===== config.mk =====
export PLATFORM = sky130hd
export DESIGN_NAME = mcuim_irq_mux
export DESIGN_NICKNAME = d
export VERILOG_FILES = /design/src/verilog/mcuim_pkg.sv /design/src/verilog/mcuim_irq_mux.sv /design/src/verilog/mcuim_flag_bank.sv
export SDC_FILE = /design/constraint.sdc
export NUM_CORES = 1
export LEC_CHECK = 0
export ABC_AREA = 1
export CAP_MARGIN = 20
export CORE_UTILIZATION = 55
export DETAILED_ROUTE_END_ITERATION = 7
export DONT_BUFFER_PORTS = 1
export PLACE_DENSITY = 0.7
export SYNTH_ARGS = -nofsm -noshare
export SYNTH_HDL_FRONTEND = slang
export SYNTH_SLANG_ARGS = --single-unit
export TNS_END_PERCENT = 20

===== constraint.sdc =====
create_clock -name clk -period 4.3 [get_ports clk]
set_clock_uncertainty 0.2 [all_clocks]
set_input_delay 0.215 -clock clk [delete_from_list [all_inputs] [get_ports clk]]
set_output_delay 0.215 -clock clk [all_outputs]
set_load 0.01 [all_outputs]

===== src/verilog/mcuim_pkg.sv =====
// Purpose: Shared constants and carriers for the interrupt source mux.
// Assumes: Avalon-MM byte addresses, one 32-bit word per register.
// Notes:   Source index equals polling order, 0 is the highest.
package mcuim_pkg;

  // ****************************************************************
  // Sizes
  // ****************************************************************
  localparam int NUM_SRC   = 13;  // Polling slots, slot 0 reserved.
  localparam int NUM_FLAGS = 28;  // Pending flags held in the block.

  // ****************************************************************
  // Register offsets and reset values
  // ****************************************************************
  localparam logic [7:0] OFS_IE_MAIN = 8'ha8;  // Main enable register.
  localparam logic [7:0] OFS_IE_AUX  = 8'hac;  // Auxiliary enables.
  localparam logic [7:0] OFS_IP_MAIN = 8'hb0;  // Main priority register.
  localparam logic [7:0] OFS_IP_AUX  = 8'hb4;  // Auxiliary priorities.
  localparam logic [7:0] OFS_TRIG    = 8'hb8;  // External trigger types.
  localparam logic [7:0] OFS_FLAGS   = 8'hbc;  // Pending flags, W1C.
  localparam logic [7:0] OFS_SVC     = 8'hc0;  // Service state, RO.
  localparam logic [7:0] RST_IE      = 8'h00;  // Enable reset value.
  localparam logic [7:0] RST_IP      = 8'h00;  // Priority reset value.
  localparam logic [1:0] RST_TRIG    = 2'h0;   // Both inputs level mode.

  // ****************************************************************
  // Field positions
  // ****************************************************************
  localparam int GLOBAL_EN_BIT = 7;   // Global enable in main enables.
  localparam int SVC_SAMPLE_LSB = 8;  // Sampled requests in service reg.
  localparam int F_EXT0   = 0;        // External input A pending.
  localparam int F_EXT1   = 1;        // External input B pending.
  localparam int F_TA     = 2;        // Timer A overflow.
  localparam int F_TB     = 3;        // Timer B overflow.
  localparam int F_UA_RX  = 4;        // UART A received.
  localparam int F_UA_TX  = 5;        // UART A transmitted.
  localparam int F_TC_OVF = 6;        // Timer C overflow.
  localparam int F_TC_EXT = 7;        // Timer C external event.
  localparam int F_SPI    = 8;        // Four SPI flags from here.
  localparam int F_USB    = 12;       // Four USB group flags from here.
  localparam int F_I2C    = 16;       // I2C pending.
  localparam int F_ADC    = 17;       // Converter done.
  localparam int F_PCA    = 18;       // Six compare, two counter flags.
  localparam int F_UB_RX  = 26;       // UART B received.
  localparam int F_UB_TX  = 27;       // UART B transmitted.

  // Enable/priority location per source: bit 3 picks aux, [2:0] bit.
  localparam logic [3:0] SRC_CFG_POS [NUM_SRC] = '{
    4'h0, 4'h0, 4'h1, 4'h2, 4'h3, 4'h4, 4'h5,
    4'he, 4'h8, 4'h9, 4'hf, 4'hd, 4'hc};
  // Call target per source.
  localparam logic [15:0] SRC_VECTOR [NUM_SRC] = '{
    16'h0063, 16'h0003, 16'h000b, 16'h0013, 16'h001b, 16'h0023, 16'h002b,
    16'h0053, 16'h0033, 16'h0043, 16'h003b, 16'h005b, 16'h004b};
  // Flags that feed each source.
  localparam logic [NUM_FLAGS-1:0] SRC_FLAG_MASK [NUM_SRC] = '{
    28'h0000000, 28'h0000001, 28'h0000004, 28'h0000002, 28'h0000008,
    28'h0000030, 28'h00000c0, 28'h0000f00, 28'h000f000, 28'h0010000,
    28'h0020000, 28'h3fc0000, 28'hc000000};
  // Flags cleared by hardware on service entry (external ones edge only).
  localparam logic [NUM_FLAGS-1:0] FLAG_AUTO_CLR = 28'h0010f0f;

  // ****************************************************************
  // Types
  // ****************************************************************
  // Event pulses and mode levels from the peripherals, same clock.
  typedef struct packed {
    logic       timer_a_ovf;
    logic       timer_a_mode3;
    logic       timer_b_ovf;
    logic       timer_c_ovf;
    logic       uart_a_rx;
    logic       uart_a_tx;
    logic       uart_b_rx;
    logic       uart_b_tx;
    logic [3:0] spi_ev;   // End, overrun, tx empty, rx full.
    logic [3:0] usb_ev;   // Global, in empty, out full, in not ready.
    logic [3:0] i2c_ev;   // Own address, general call, stop, byte.
    logic       adc_done;
    logic [5:0] cmp_ev;   // Compare module match or capture.
    logic [1:0] cnt_ovf;  // Counter overflows.
  } mcuim_periph_ev_s;

  // Core status, same clock.
  typedef struct packed {
    logic cycle_start;  // One-cycle pulse at each machine cycle start.
    logic last_cycle;   // Current machine cycle ends its instruction.
    logic sfr_write;    // Instruction writes an enable/priority register.
    logic return_from_irq_instr_exec;    // Instruction is a return from interrupt.
  } mcuim_cpu_stat_s;

  // Routines in progress.
  typedef enum logic [1:0] {SVC_IDLE, SVC_LOW, SVC_HIGH, SVC_BOTH} mcuim_svc_e;

endpackage


===== src/verilog/mcuim_irq_mux.sv =====
// Purpose: Two-level priority interrupt source mux with vectored calls.
// Assumes: Peripheral events and core status come on clk; pins do not.
// Notes:   A call is a one-cycle pulse and counts as service entry.
`timescale 1ns/1ps
module mcuim_irq_mux
  import mcuim_pkg::*;
(
  input  wire logic             clk,                 // 200 MHz clock.
  input  wire logic             rst_n,               // Async reset, active low.
  input  wire logic [7:0]       avs_address,         // Byte address.
  input  wire logic             avs_read,            // Read request.
  input  wire logic             avs_write,           // Write request.
  input  wire logic [31:0]      avs_writedata,       // Write data.
  output logic      [31:0]      avs_readdata,        // Read data.
  output logic                  avs_waitrequest,     // Slave not ready.
  input  wire logic             ext_irq_pin_a,       // External input A pin.
  input  wire logic             ext_irq_pin_b,       // External input B pin.
  input  wire logic             timer_c_trigger_pin, // Timer C event pin.
  input  wire mcuim_periph_ev_s periph_ev,           // Peripheral events.
  input  wire mcuim_cpu_stat_s  cpu_stat,            // Core status.
  output logic                  irq_call,            // Call request pulse.
  output logic      [15:0]      irq_vector,          // Call target.
  output logic                  irq_high             // Call is high level.
);

  // ****************************************************************
  // Reset release
  // ****************************************************************
  logic [1:0] rst_sync_q;  // Reset release stages.
  logic       rst_loc_n;   // Synchronised reset.

  // Two-stage release of the asynchronous reset.
  always_ff @(posedge clk or negedge rst_n) begin
    if (!rst_n) begin
      rst_sync_q <= 2'h0;
    end else begin
      rst_sync_q <= {rst_sync_q[0], 1'b1};
    end
  end
  assign rst_loc_n = rst_sync_q[1];

  // ****************************************************************
  // Pin synchronisers and edge detection
  // ****************************************************************
  logic [2:0] pin_s1_q;  // First stage, read only by second.
  logic [2:0] pin_s2_q;  // Second stage, usable level.
  logic [2:0] pin_s3_q;  // Previous level for edges.
  logic [2:0] pin_fall;  // Falling edge seen.

  // Pins idle high, so stages reset high to avoid a false edge.
  always_ff @(posedge clk or negedge rst_loc_n) begin
    if (!rst_loc_n) begin
      pin_s1_q <= 3'h7;
      pin_s2_q <= 3'h7;
      pin_s3_q <= 3'h7;
    end else begin
      pin_s1_q <= {timer_c_trigger_pin, ext_irq_pin_b, ext_irq_pin_a};
      pin_s2_q <= pin_s1_q;
      pin_s3_q <= pin_s2_q;
    end
  end
  assign pin_fall = pin_s3_q & ~pin_s2_q;

  // ****************************************************************
  // Bus slave
  // ****************************************************************
  logic [7:0]  ie_main_q, ie_main_d;  // Main enables, global in bit 7.
  logic [7:0]  ie_aux_q, ie_aux_d;    // Auxiliary enables.
  logic [7:0]  ip_main_q, ip_main_d;  // Main priorities.
  logic [7:0]  ip_aux_q, ip_aux_d;    // Auxiliary priorities.
  logic [1:0]  trig_q, trig_d;        // Trigger types, 1 selects edge.
  logic        waitreq_q, waitreq_d;  // Wait request.
  logic [31:0] rdata_q, rdata_d;      // Read data.
  logic        wr_go;                 // Write takes effect now.
  logic        cfg_wr;                // Enable/priority write now.
  logic [NUM_FLAGS-1:0] flags;        // Pending flags.
  logic [NUM_SRC-1:0]   sample_q;     // Sampled requests.
  mcuim_svc_e  svc_q, svc_d;          // Routines in progress.

  // Request seen with wait high drops wait; the next edge completes it.
  assign wr_go  = avs_write && !waitreq_q;
  assign cfg_wr = wr_go && (avs_address == OFS_IE_MAIN ||
                  avs_address == OFS_IE_AUX || avs_address == OFS_IP_MAIN ||
                  avs_address == OFS_IP_AUX);

  // Register writes, read mux and wait handshake.
  always_comb begin
    ie_main_d = ie_main_q;
    ie_aux_d  = ie_aux_q;
    ip_main_d = ip_main_q;
    ip_aux_d  = ip_aux_q;
    trig_d    = trig_q;
    rdata_d   = rdata_q;
    waitreq_d = !((avs_read || avs_write) && waitreq_q);
    if (wr_go) begin
      unique case (avs_address)
        OFS_IE_MAIN: ie_main_d = avs_writedata[7:0];
        OFS_IE_AUX:  ie_aux_d  = avs_writedata[7:0];
        OFS_IP_MAIN: ip_main_d = avs_writedata[7:0];
        OFS_IP_AUX:  ip_aux_d  = avs_writedata[7:0];
        OFS_TRIG:    trig_d    = avs_writedata[1:0];
        default:     ;  // Flags handled below, others ignored.
      endcase
    end
    if (avs_read && waitreq_q) begin
      unique case (avs_address)
        OFS_IE_MAIN: rdata_d = {24'h000000, ie_main_q};
        OFS_IE_AUX:  rdata_d = {24'h000000, ie_aux_q};
        OFS_IP_MAIN: rdata_d = {24'h000000, ip_main_q};
        OFS_IP_AUX:  rdata_d = {24'h000000, ip_aux_q};
        OFS_TRIG:    rdata_d = {30'h00000000, trig_q};
        OFS_FLAGS:   rdata_d = {4'h0, flags};
        OFS_SVC: begin
          rdata_d = '0;
          rdata_d[SVC_SAMPLE_LSB +: NUM_SRC] = sample_q;
          rdata_d[1] = (svc_q == SVC_HIGH) || (svc_q == SVC_BOTH);
          rdata_d[0] = (svc_q == SVC_LOW) || (svc_q == SVC_BOTH);
        end
        default: rdata_d = 32'h00000000;  // Unmapped reads zero.
      endcase
    end
  end

  // Bus registers.
  always_ff @(posedge clk or negedge rst_loc_n) begin
    if (!rst_loc_n) begin
      ie_main_q <= RST_IE;
      ie_aux_q  <= RST_IE;
      ip_main_q <= RST_IP;
      ip_aux_q  <= RST_IP;
      trig_q    <= RST_TRIG;
      waitreq_q <= 1'b1;
      rdata_q   <= 32'h00000000;
    end else begin
      ie_main_q <= ie_main_d;
      ie_aux_q  <= ie_aux_d;
      ip_main_q <= ip_main_d;
      ip_aux_q  <= ip_aux_d;
      trig_q    <= trig_d;
      waitreq_q <= waitreq_d;
      rdata_q   <= rdata_d;
    end
  end
  assign avs_waitrequest = waitreq_q;
  assign avs_readdata    = rdata_q;

  // ****************************************************************
  // Pending flags
  // ****************************************************************
  logic [NUM_FLAGS-1:0] flag_set;  // Hardware set pulses.
  logic [NUM_FLAGS-1:0] flag_clr;  // Hardware and software clears.
  logic                 fire;      // Call issued this cycle.
  logic [3:0]           win;       // Winning source.

  // Set and clear terms for every flag.
  always_comb begin
    flag_set = '0;
    flag_clr = '0;
    // Edge mode sets on a fall, level mode mirrors a low pin.
    flag_set[F_EXT0] = trig_q[0] ? pin_fall[0] : !pin_s2_q[0];
    flag_set[F_EXT1] = trig_q[1] ? pin_fall[1] : !pin_s2_q[1];
    flag_clr[F_EXT0] = !trig_q[0] && pin_s2_q[0];
    flag_clr[F_EXT1] = !trig_q[1] && pin_s2_q[1];
    flag_set[F_TA] = periph_ev.timer_a_ovf && !periph_ev.timer_a_mode3;
    flag_set[F_TB] = periph_ev.timer_b_ovf;
    flag_set[F_UA_RX] = periph_ev.uart_a_rx;
    flag_set[F_UA_TX] = periph_ev.uart_a_tx;
    flag_set[F_UB_RX] = periph_ev.uart_b_rx;
    flag_set[F_UB_TX] = periph_ev.uart_b_tx;
    flag_set[F_TC_OVF] = periph_ev.timer_c_ovf;
    flag_set[F_TC_EXT] = pin_fall[2];
    flag_set[F_SPI +: 4] = periph_ev.spi_ev;
    flag_set[F_USB +: 4] = periph_ev.usb_ev;
    flag_set[F_I2C] = |periph_ev.i2c_ev;
    flag_set[F_ADC] = periph_ev.adc_done;
    flag_set[F_PCA +: 8] = {periph_ev.cnt_ovf, periph_ev.cmp_ev};
    // Service entry clears only the self-clearing flags of the winner.
    if (fire) begin
      flag_clr = flag_clr | (SRC_FLAG_MASK[win] & FLAG_AUTO_CLR &
                 ~{{(NUM_FLAGS-2){1'b0}}, ~trig_q});
    end
    // Software writes ones to clear.
    if (wr_go && avs_address == OFS_FLAGS) begin
      flag_clr = flag_clr | avs_writedata[NUM_FLAGS-1:0];
    end
  end

  mcuim_flag_bank #(
    .WIDTH (NUM_FLAGS)
  ) u_flags (
    .clk   (clk),
    .rst_n (rst_loc_n),
    .set   (flag_set),
    .clr   (flag_clr),
    .flags (flags)
  );

  // ****************************************************************
  // Request forming
  // ****************************************************************
  logic [NUM_SRC-1:0] src_req;  // Enabled requests per source.
  logic [NUM_SRC-1:0] src_pri;  // High level per source.

  // Each source ORs its flags, gated by its enable and the global one.
  always_comb begin
    src_req = '0;
    src_pri = '0;
    for (int s = 1; s < NUM_SRC; s++) begin
      src_req[s] = (|(flags & SRC_FLAG_MASK[s])) &&
                   ie_main_q[GLOBAL_EN_BIT] &&
                   (SRC_CFG_POS[s][3] ? ie_aux_q[SRC_CFG_POS[s][2:0]]
                                      : ie_main_q[SRC_CFG_POS[s][2:0]]);
      src_pri[s] = SRC_CFG_POS[s][3] ? ip_aux_q[SRC_CFG_POS[s][2:0]]
                                     : ip_main_q[SRC_CFG_POS[s][2:0]];
    end
  end

  // ****************************************************************
  // Polling and call generation
  // ****************************************************************
  logic [NUM_SRC-1:0] sample_d;        // Next sample.
  logic [3:0]         hi_idx, lo_idx;  // Best per level.
  logic               hi_any, lo_any;  // Any sampled per level.
  logic               gate_ok;         // Instruction and bus allow a call.
  logic               return_from_irq_instr_done;       // Return completes now.
  logic               call_d, high_d;  // Next call outputs.
  logic [15:0]        vec_d;           // Next vector.
  logic               call_q, high_q;  // Call outputs.
  logic [15:0]        vec_q;           // Vector output.

  // Fresh sample every machine cycle start; old samples are dropped.
  always_comb begin
    sample_d = cpu_stat.cycle_start ? src_req : sample_q;
  end

  // Lowest index of each level wins, scanning downward.
  always_comb begin
    hi_idx = 4'h0;
    lo_idx = 4'h0;
    hi_any = 1'b0;
    lo_any = 1'b0;
    for (int s = NUM_SRC - 1; s >= 0; s--) begin
      if (sample_q[s] && src_pri[s]) begin
        hi_idx = 4'(s);
        hi_any = 1'b1;
      end
      if (sample_q[s] && !src_pri[s]) begin
        lo_idx = 4'(s);
        lo_any = 1'b1;
      end
    end
  end

  // Poll the previous sample at cycle start when the core allows it and no enable/priority bus write is under way.
  always_comb begin
    gate_ok = cpu_stat.last_cycle && !cpu_stat.sfr_write &&
              !cpu_stat.return_from_irq_instr_exec && !cfg_wr;
    return_from_irq_instr_done = cpu_stat.cycle_start && cpu_stat.last_cycle &&
                cpu_stat.return_from_irq_instr_exec;
    fire = 1'b0;
    high_d = 1'b0;
    win = lo_idx;
    if (cpu_stat.cycle_start && gate_ok) begin
      if (hi_any && svc_q != SVC_HIGH && svc_q != SVC_BOTH) begin
        fire = 1'b1;
        high_d = 1'b1;
        win = hi_idx;
      end else if (lo_any && svc_q == SVC_IDLE) begin
        fire = 1'b1;
      end
    end
    call_d = fire;
    vec_d = fire ? SRC_VECTOR[win] : vec_q;
  end

  // Track routines in progress; a return ends the innermost one.
  always_comb begin
    svc_d = svc_q;
    if (fire) begin
      svc_d = !high_d ? SVC_LOW : (svc_q == SVC_LOW ? SVC_BOTH : SVC_HIGH);
    end else if (return_from_irq_instr_done) begin
      unique case (svc_q)
        SVC_BOTH: svc_d = SVC_LOW;
        SVC_HIGH: svc_d = SVC_IDLE;
        SVC_LOW:  svc_d = SVC_IDLE;
        SVC_IDLE: svc_d = SVC_IDLE;
      endcase
    end
  end

  // Polling and call registers.
  always_ff @(posedge clk or negedge rst_loc_n) begin
    if (!rst_loc_n) begin
      sample_q <= '0;
      svc_q    <= SVC_IDLE;
      call_q   <= 1'b0;
      high_q   <= 1'b0;
      vec_q    <= 16'h0000;
    end else begin
      sample_q <= sample_d;
      svc_q    <= svc_d;
      call_q   <= call_d;
      high_q   <= call_d ? high_d : high_q;
      vec_q    <= vec_d;
    end
  end
  assign irq_call   = call_q;
  assign irq_vector = vec_q;
  assign irq_high   = high_q;

endmodule // mcuim_irq_mux


===== src/verilog/mcuim_flag_bank.sv =====
// Purpose: Bank of sticky pending flags with set and clear vectors.
// Assumes: Set and clear are synchronous to clk.
// Notes:   A set in the same cycle as a clear wins.
`timescale 1ns/1ps
module mcuim_flag_bank #(
  parameter int WIDTH = 28  // Number of flags.
) (
  input  wire logic             clk,    // System clock.
  input  wire logic             rst_n,  // Synchronised reset, active low.
  input  wire logic [WIDTH-1:0] set,    // Set pulses.
  input  wire logic [WIDTH-1:0] clr,    // Clear pulses.
  output logic      [WIDTH-1:0] flags   // Flag state.
);

  // ****************************************************************
  // Elaboration check
  // ****************************************************************
  if (WIDTH < 1) begin : g_chk
    $error("flag bank needs at least one flag");
  end

  logic [WIDTH-1:0] flags_d;  // Next flag state.

  // Set has priority so no event is lost during a clear.
  always_comb begin
    flags_d = set | (flags & ~clr);
  end

  // Flag registers.
  always_ff @(posedge clk or negedge rst_n) begin
    if (!rst_n) begin
      flags <= '0;
    end else begin
      flags <= flags_d;
    end
  end

endmodule // mcuim_flag_bank


==> metrics <==
status complete, no violations; Synth Area in Simple Gates 0.240; Seq/Total Area, Yosys 0.509; Port Buffers 0; Worst Path Arrival 3.96 ns; post-cts sizing count 0; Slew HR 0.383; cell row count 37; largest net degree at the start of global routing 68; Die Ht 107 um; Seq cells post-synth 123; Mapped Area 6070 um^2; RSZ-0062 raised after global routing no; antenna violations before repair 0; combinational power share 0.047; Fmax achieved 0.266 GHz; Post-DP HPWL 10700 um; critical path fanouts, max 16; crit end category register; Worst Hold Depth 1; Area contributors post-synth dfrtp_1 (47%), nand2_1 (13%), inv_1 (5.6%); Unique masters post-synth 41; Post-Synthesis Mean Instance Area 8.37 um^2; Post-synth EDFFs 0; ys async rst share 1.00; largest delay contributor family on the critical path buffers and inverters; Setup Crit Path Kind in2reg; worst path bufs/invs 5; vias in the first global route 5143; Post-Synth Adder-Cell Area 0.00825; Clk pwr share 0.515; final worst-path cycle share 0.875; worst skew pair latency 0.52 ns; diode count 0; wire length per cell after detailed routing 16.5 um; Primary FF master, synth dfrtp_1; Worst R2R Setup Slack 1.31 ns; HP Class in2reg; Mapped Cells 725; Syn-to-layout area delta 23.9%; antenna-violating nets left 0; Iter 0 DRT Violations 357; final WL 15800 um; clk slew on worst S/H paths 0.06 ns; I/O pin cnt 131; first-pass GRT wire length 25900 um; R2R depth 16; Max IR drop VDD 0.238 mV; main combinational cell family by area after synthesis simple AND/OR/NAND/NOR gates; DRC 0; Sw Pwr 617 uW; CORE AREA 10500 um^2; final worst path period need 3.76 ns; DR vias 5185; Synth Area in XOR/XNOR 0; H-Tree Depth 4; full die area 11500 um^2; Data required, critical path 4.50 ns; Lkg Pwr 3.54 nW; post-route setup TNS 0 ns; GP Congestion 0.897; leading area contributor after synthesis dfrtp_1; Synth Area in Compound Gates 0.145; sequential power share 0.438; Via density 5.42; Final Core Density 0.715; WHS Endpoint pin_s1_q[0]; sw frac 0.223; Commonest cells post-synth nand2_1 (209), dfrtp_1 (113), inv_1 (90); die width 107 um; final net count 892; crit-path cells dlygate4sd3_1 -> nand2_1 -> nor3_2 -> dlygate4sd3_1 -> nand3_4 -> nand2_1 -> inv_2 -> nand2_1 -> nand2_2 -> inv_1 -> ha_1 -> nand3_4 -> nand2_1 -> nand2_1 -> dlygate4sd3_1; Hold Fails Final Rpt 0; Clock Sinks 123; Critical R2R Capture u_flags.flags[11]; most used cell, CP nand2_1; gr ovfl total 0; Power Dens Cells 367 nW/um^2; count leader, synth nand2_1; Reg-to-Reg Start ip_main_q[2]; TritonCTS clock tree built; crit-path max cell delay 1.04 ns; final setup vio count 0; initial core utilization 0.577; Hold Path Origin ext_irq_pin_a; type of origin of the critical path input port; synth warn 0; slew at the pin with the worst max-slew slack 0.925 ns; share of cells above drive strength 1 0.110; number of buffers created by CTS 17; post-synth top area share 0.466; FILL cells 807; Global Route Usage Sum 0.300; Max Slew Vio Count 0; Int Power 2.14 mW; maximum root-to-sink buffer count 2; total of max-cap violations 0; Crit-path slowest cell dlygate4sd3_1; first drt pass iteration count 5; mux contribution to synthesized area 0; root buffer cell clkbuf_8
==> how the worst max path moves through the flow <==
stage | from | to | cells after the start
final | cpu_stat[3] | u_flags.flags[11] | 15
after global routing | cpu_stat[3] | u_flags.flags[11] | 15
after CTS | cpu_stat[3] | u_flags.flags[8] | 15
after detailed placement | ip_main_q[5] | irq_vector[6] | 17
after global placement | ip_main_q[5] | irq_vector[6] | 17
after floorplan | rst_sync_q[1] | avs_readdata[0] | 0
==> power by group through the flow <==
stage	clock (mW)	sequential, mW	combinational (mW)
finish	1.42	1.21	0.131
global route	1.48	1.21	0.146
CTS	1.44	1.21	0.129
detailed placement	0	1.23	0.0854
global placement	0	1.23	0.0831
floorplan	0	1.23	0.0702
==> logic make-up after synthesis <==
| logic type | count (synthesis) |
|---|---|
| compound gates | 149 |
| fa+ha+maj | 4 |
| buf+inv | 135 |
| flops | 123 |
| other cells | 2 |
| simple gates | 312 |
==> per-layer routing <==
layer	GRT usage	vias to the layer above	routed length, um
met5	0	-	0
met4	0.133	0	415
met3	0.0511	30	898
met2	0.480	190	7410
met1	0.403	2490	7040
li1	-	2475	-
==> state kept, by name, indices dropped and copies added (netlist names) <==
register         flops
avs_readdata        28
u_flags.flags       28
sample_q            12
ie_aux_q             8
ie_main_q            8
ip_aux_q             8
ip_main_q            8
irq_vector           5
pin_s1_q             3
pin_s2_q             3
pin_s3_q             3
rst_sync_q           2
svc_q                2
trig_q               2
avs_waitrequest      1
irq_call             1
irq_high             1
==> stage by stage <==
stage	setup WS (ns)	hold slack (ns)	instance area (um^2)	instances	total power, mW
floorplan	0.437	-0.281	6110	738	1.30
global placement	1.92	-0.281	6130	845	1.31
detailed placement	1.86	-0.281	6130	845	1.32
CTS	0.561	0.0148	7520	956	2.78
global route	0.348	0.0288	7520	956	2.84
finish	0.537	0.0376	7520	956	2.76
==> cell usage in the layout (no fill, tap or decap), types with 2 or more instances in the layout <==
| cell | instances |
|---|---|
| nand2_8 | 2 |
| clkbuf_8 | 3 |
| nand2_2 | 7 |
| o21bai_1 | 6 |
| inv_2 | 10 |
| o21ai_1 | 7 |
| o31ai_1 | 7 |
| o22ai_1 | 25 |
| dlygate4sd3_1 | 80 |
| inv_4 | 2 |
| a21oi_1 | 26 |
| nor3_2 | 2 |
| nand4_1 | 5 |
| inv_6 | 2 |
| bufinv_16 | 3 |
| a21o_1 | 2 |
| nor4_1 | 3 |
| o21ai_0 | 55 |
| o32ai_1 | 9 |
| nand3_1 | 19 |
| nand2_1 | 209 |
| dfrtp_1 | 112 |
| nor2_4 | 7 |
| clkinv_2 | 3 |
| nand2_4 | 6 |
| dfstp_2 | 10 |
| nand3_4 | 2 |
| nor3_1 | 2 |
| nor2_1 | 27 |
| ha_1 | 4 |
| a211oi_1 | 7 |
| conb_1 | 15 |
| clkinvlp_4 | 4 |
| clkbuf_16 | 16 |
| or2_1 | 14 |
| nor2_2 | 6 |
| inv_1 | 90 |
| buf_4 | 3 |
==> area by class of cell <==
| cell class | instances | area (um^2) | area share |
|---|---|---|---|
| clock buffers | 20 | 445 | 0.0592 |
| clock inverters | 11 | 144 | 0.0191 |
| inverters | 103 | 397 | 0.0528 |
| multi-input cells | 480 | 2440 | 0.325 |
| flip-flops and latches | 123 | 3090 | 0.412 |
| well taps | 136 | 170 | 0.0226 |
| repair buffers | 83 | 823 | 0.110 |
==> what timing repair did <==
item	CTS	global route
hold buffers	80	0
setup endpoints to repair	0	0
setup buffers	0	0
hold endpoints to repair	87	0
Note: power is estimated with default switching activity, not from simulation.
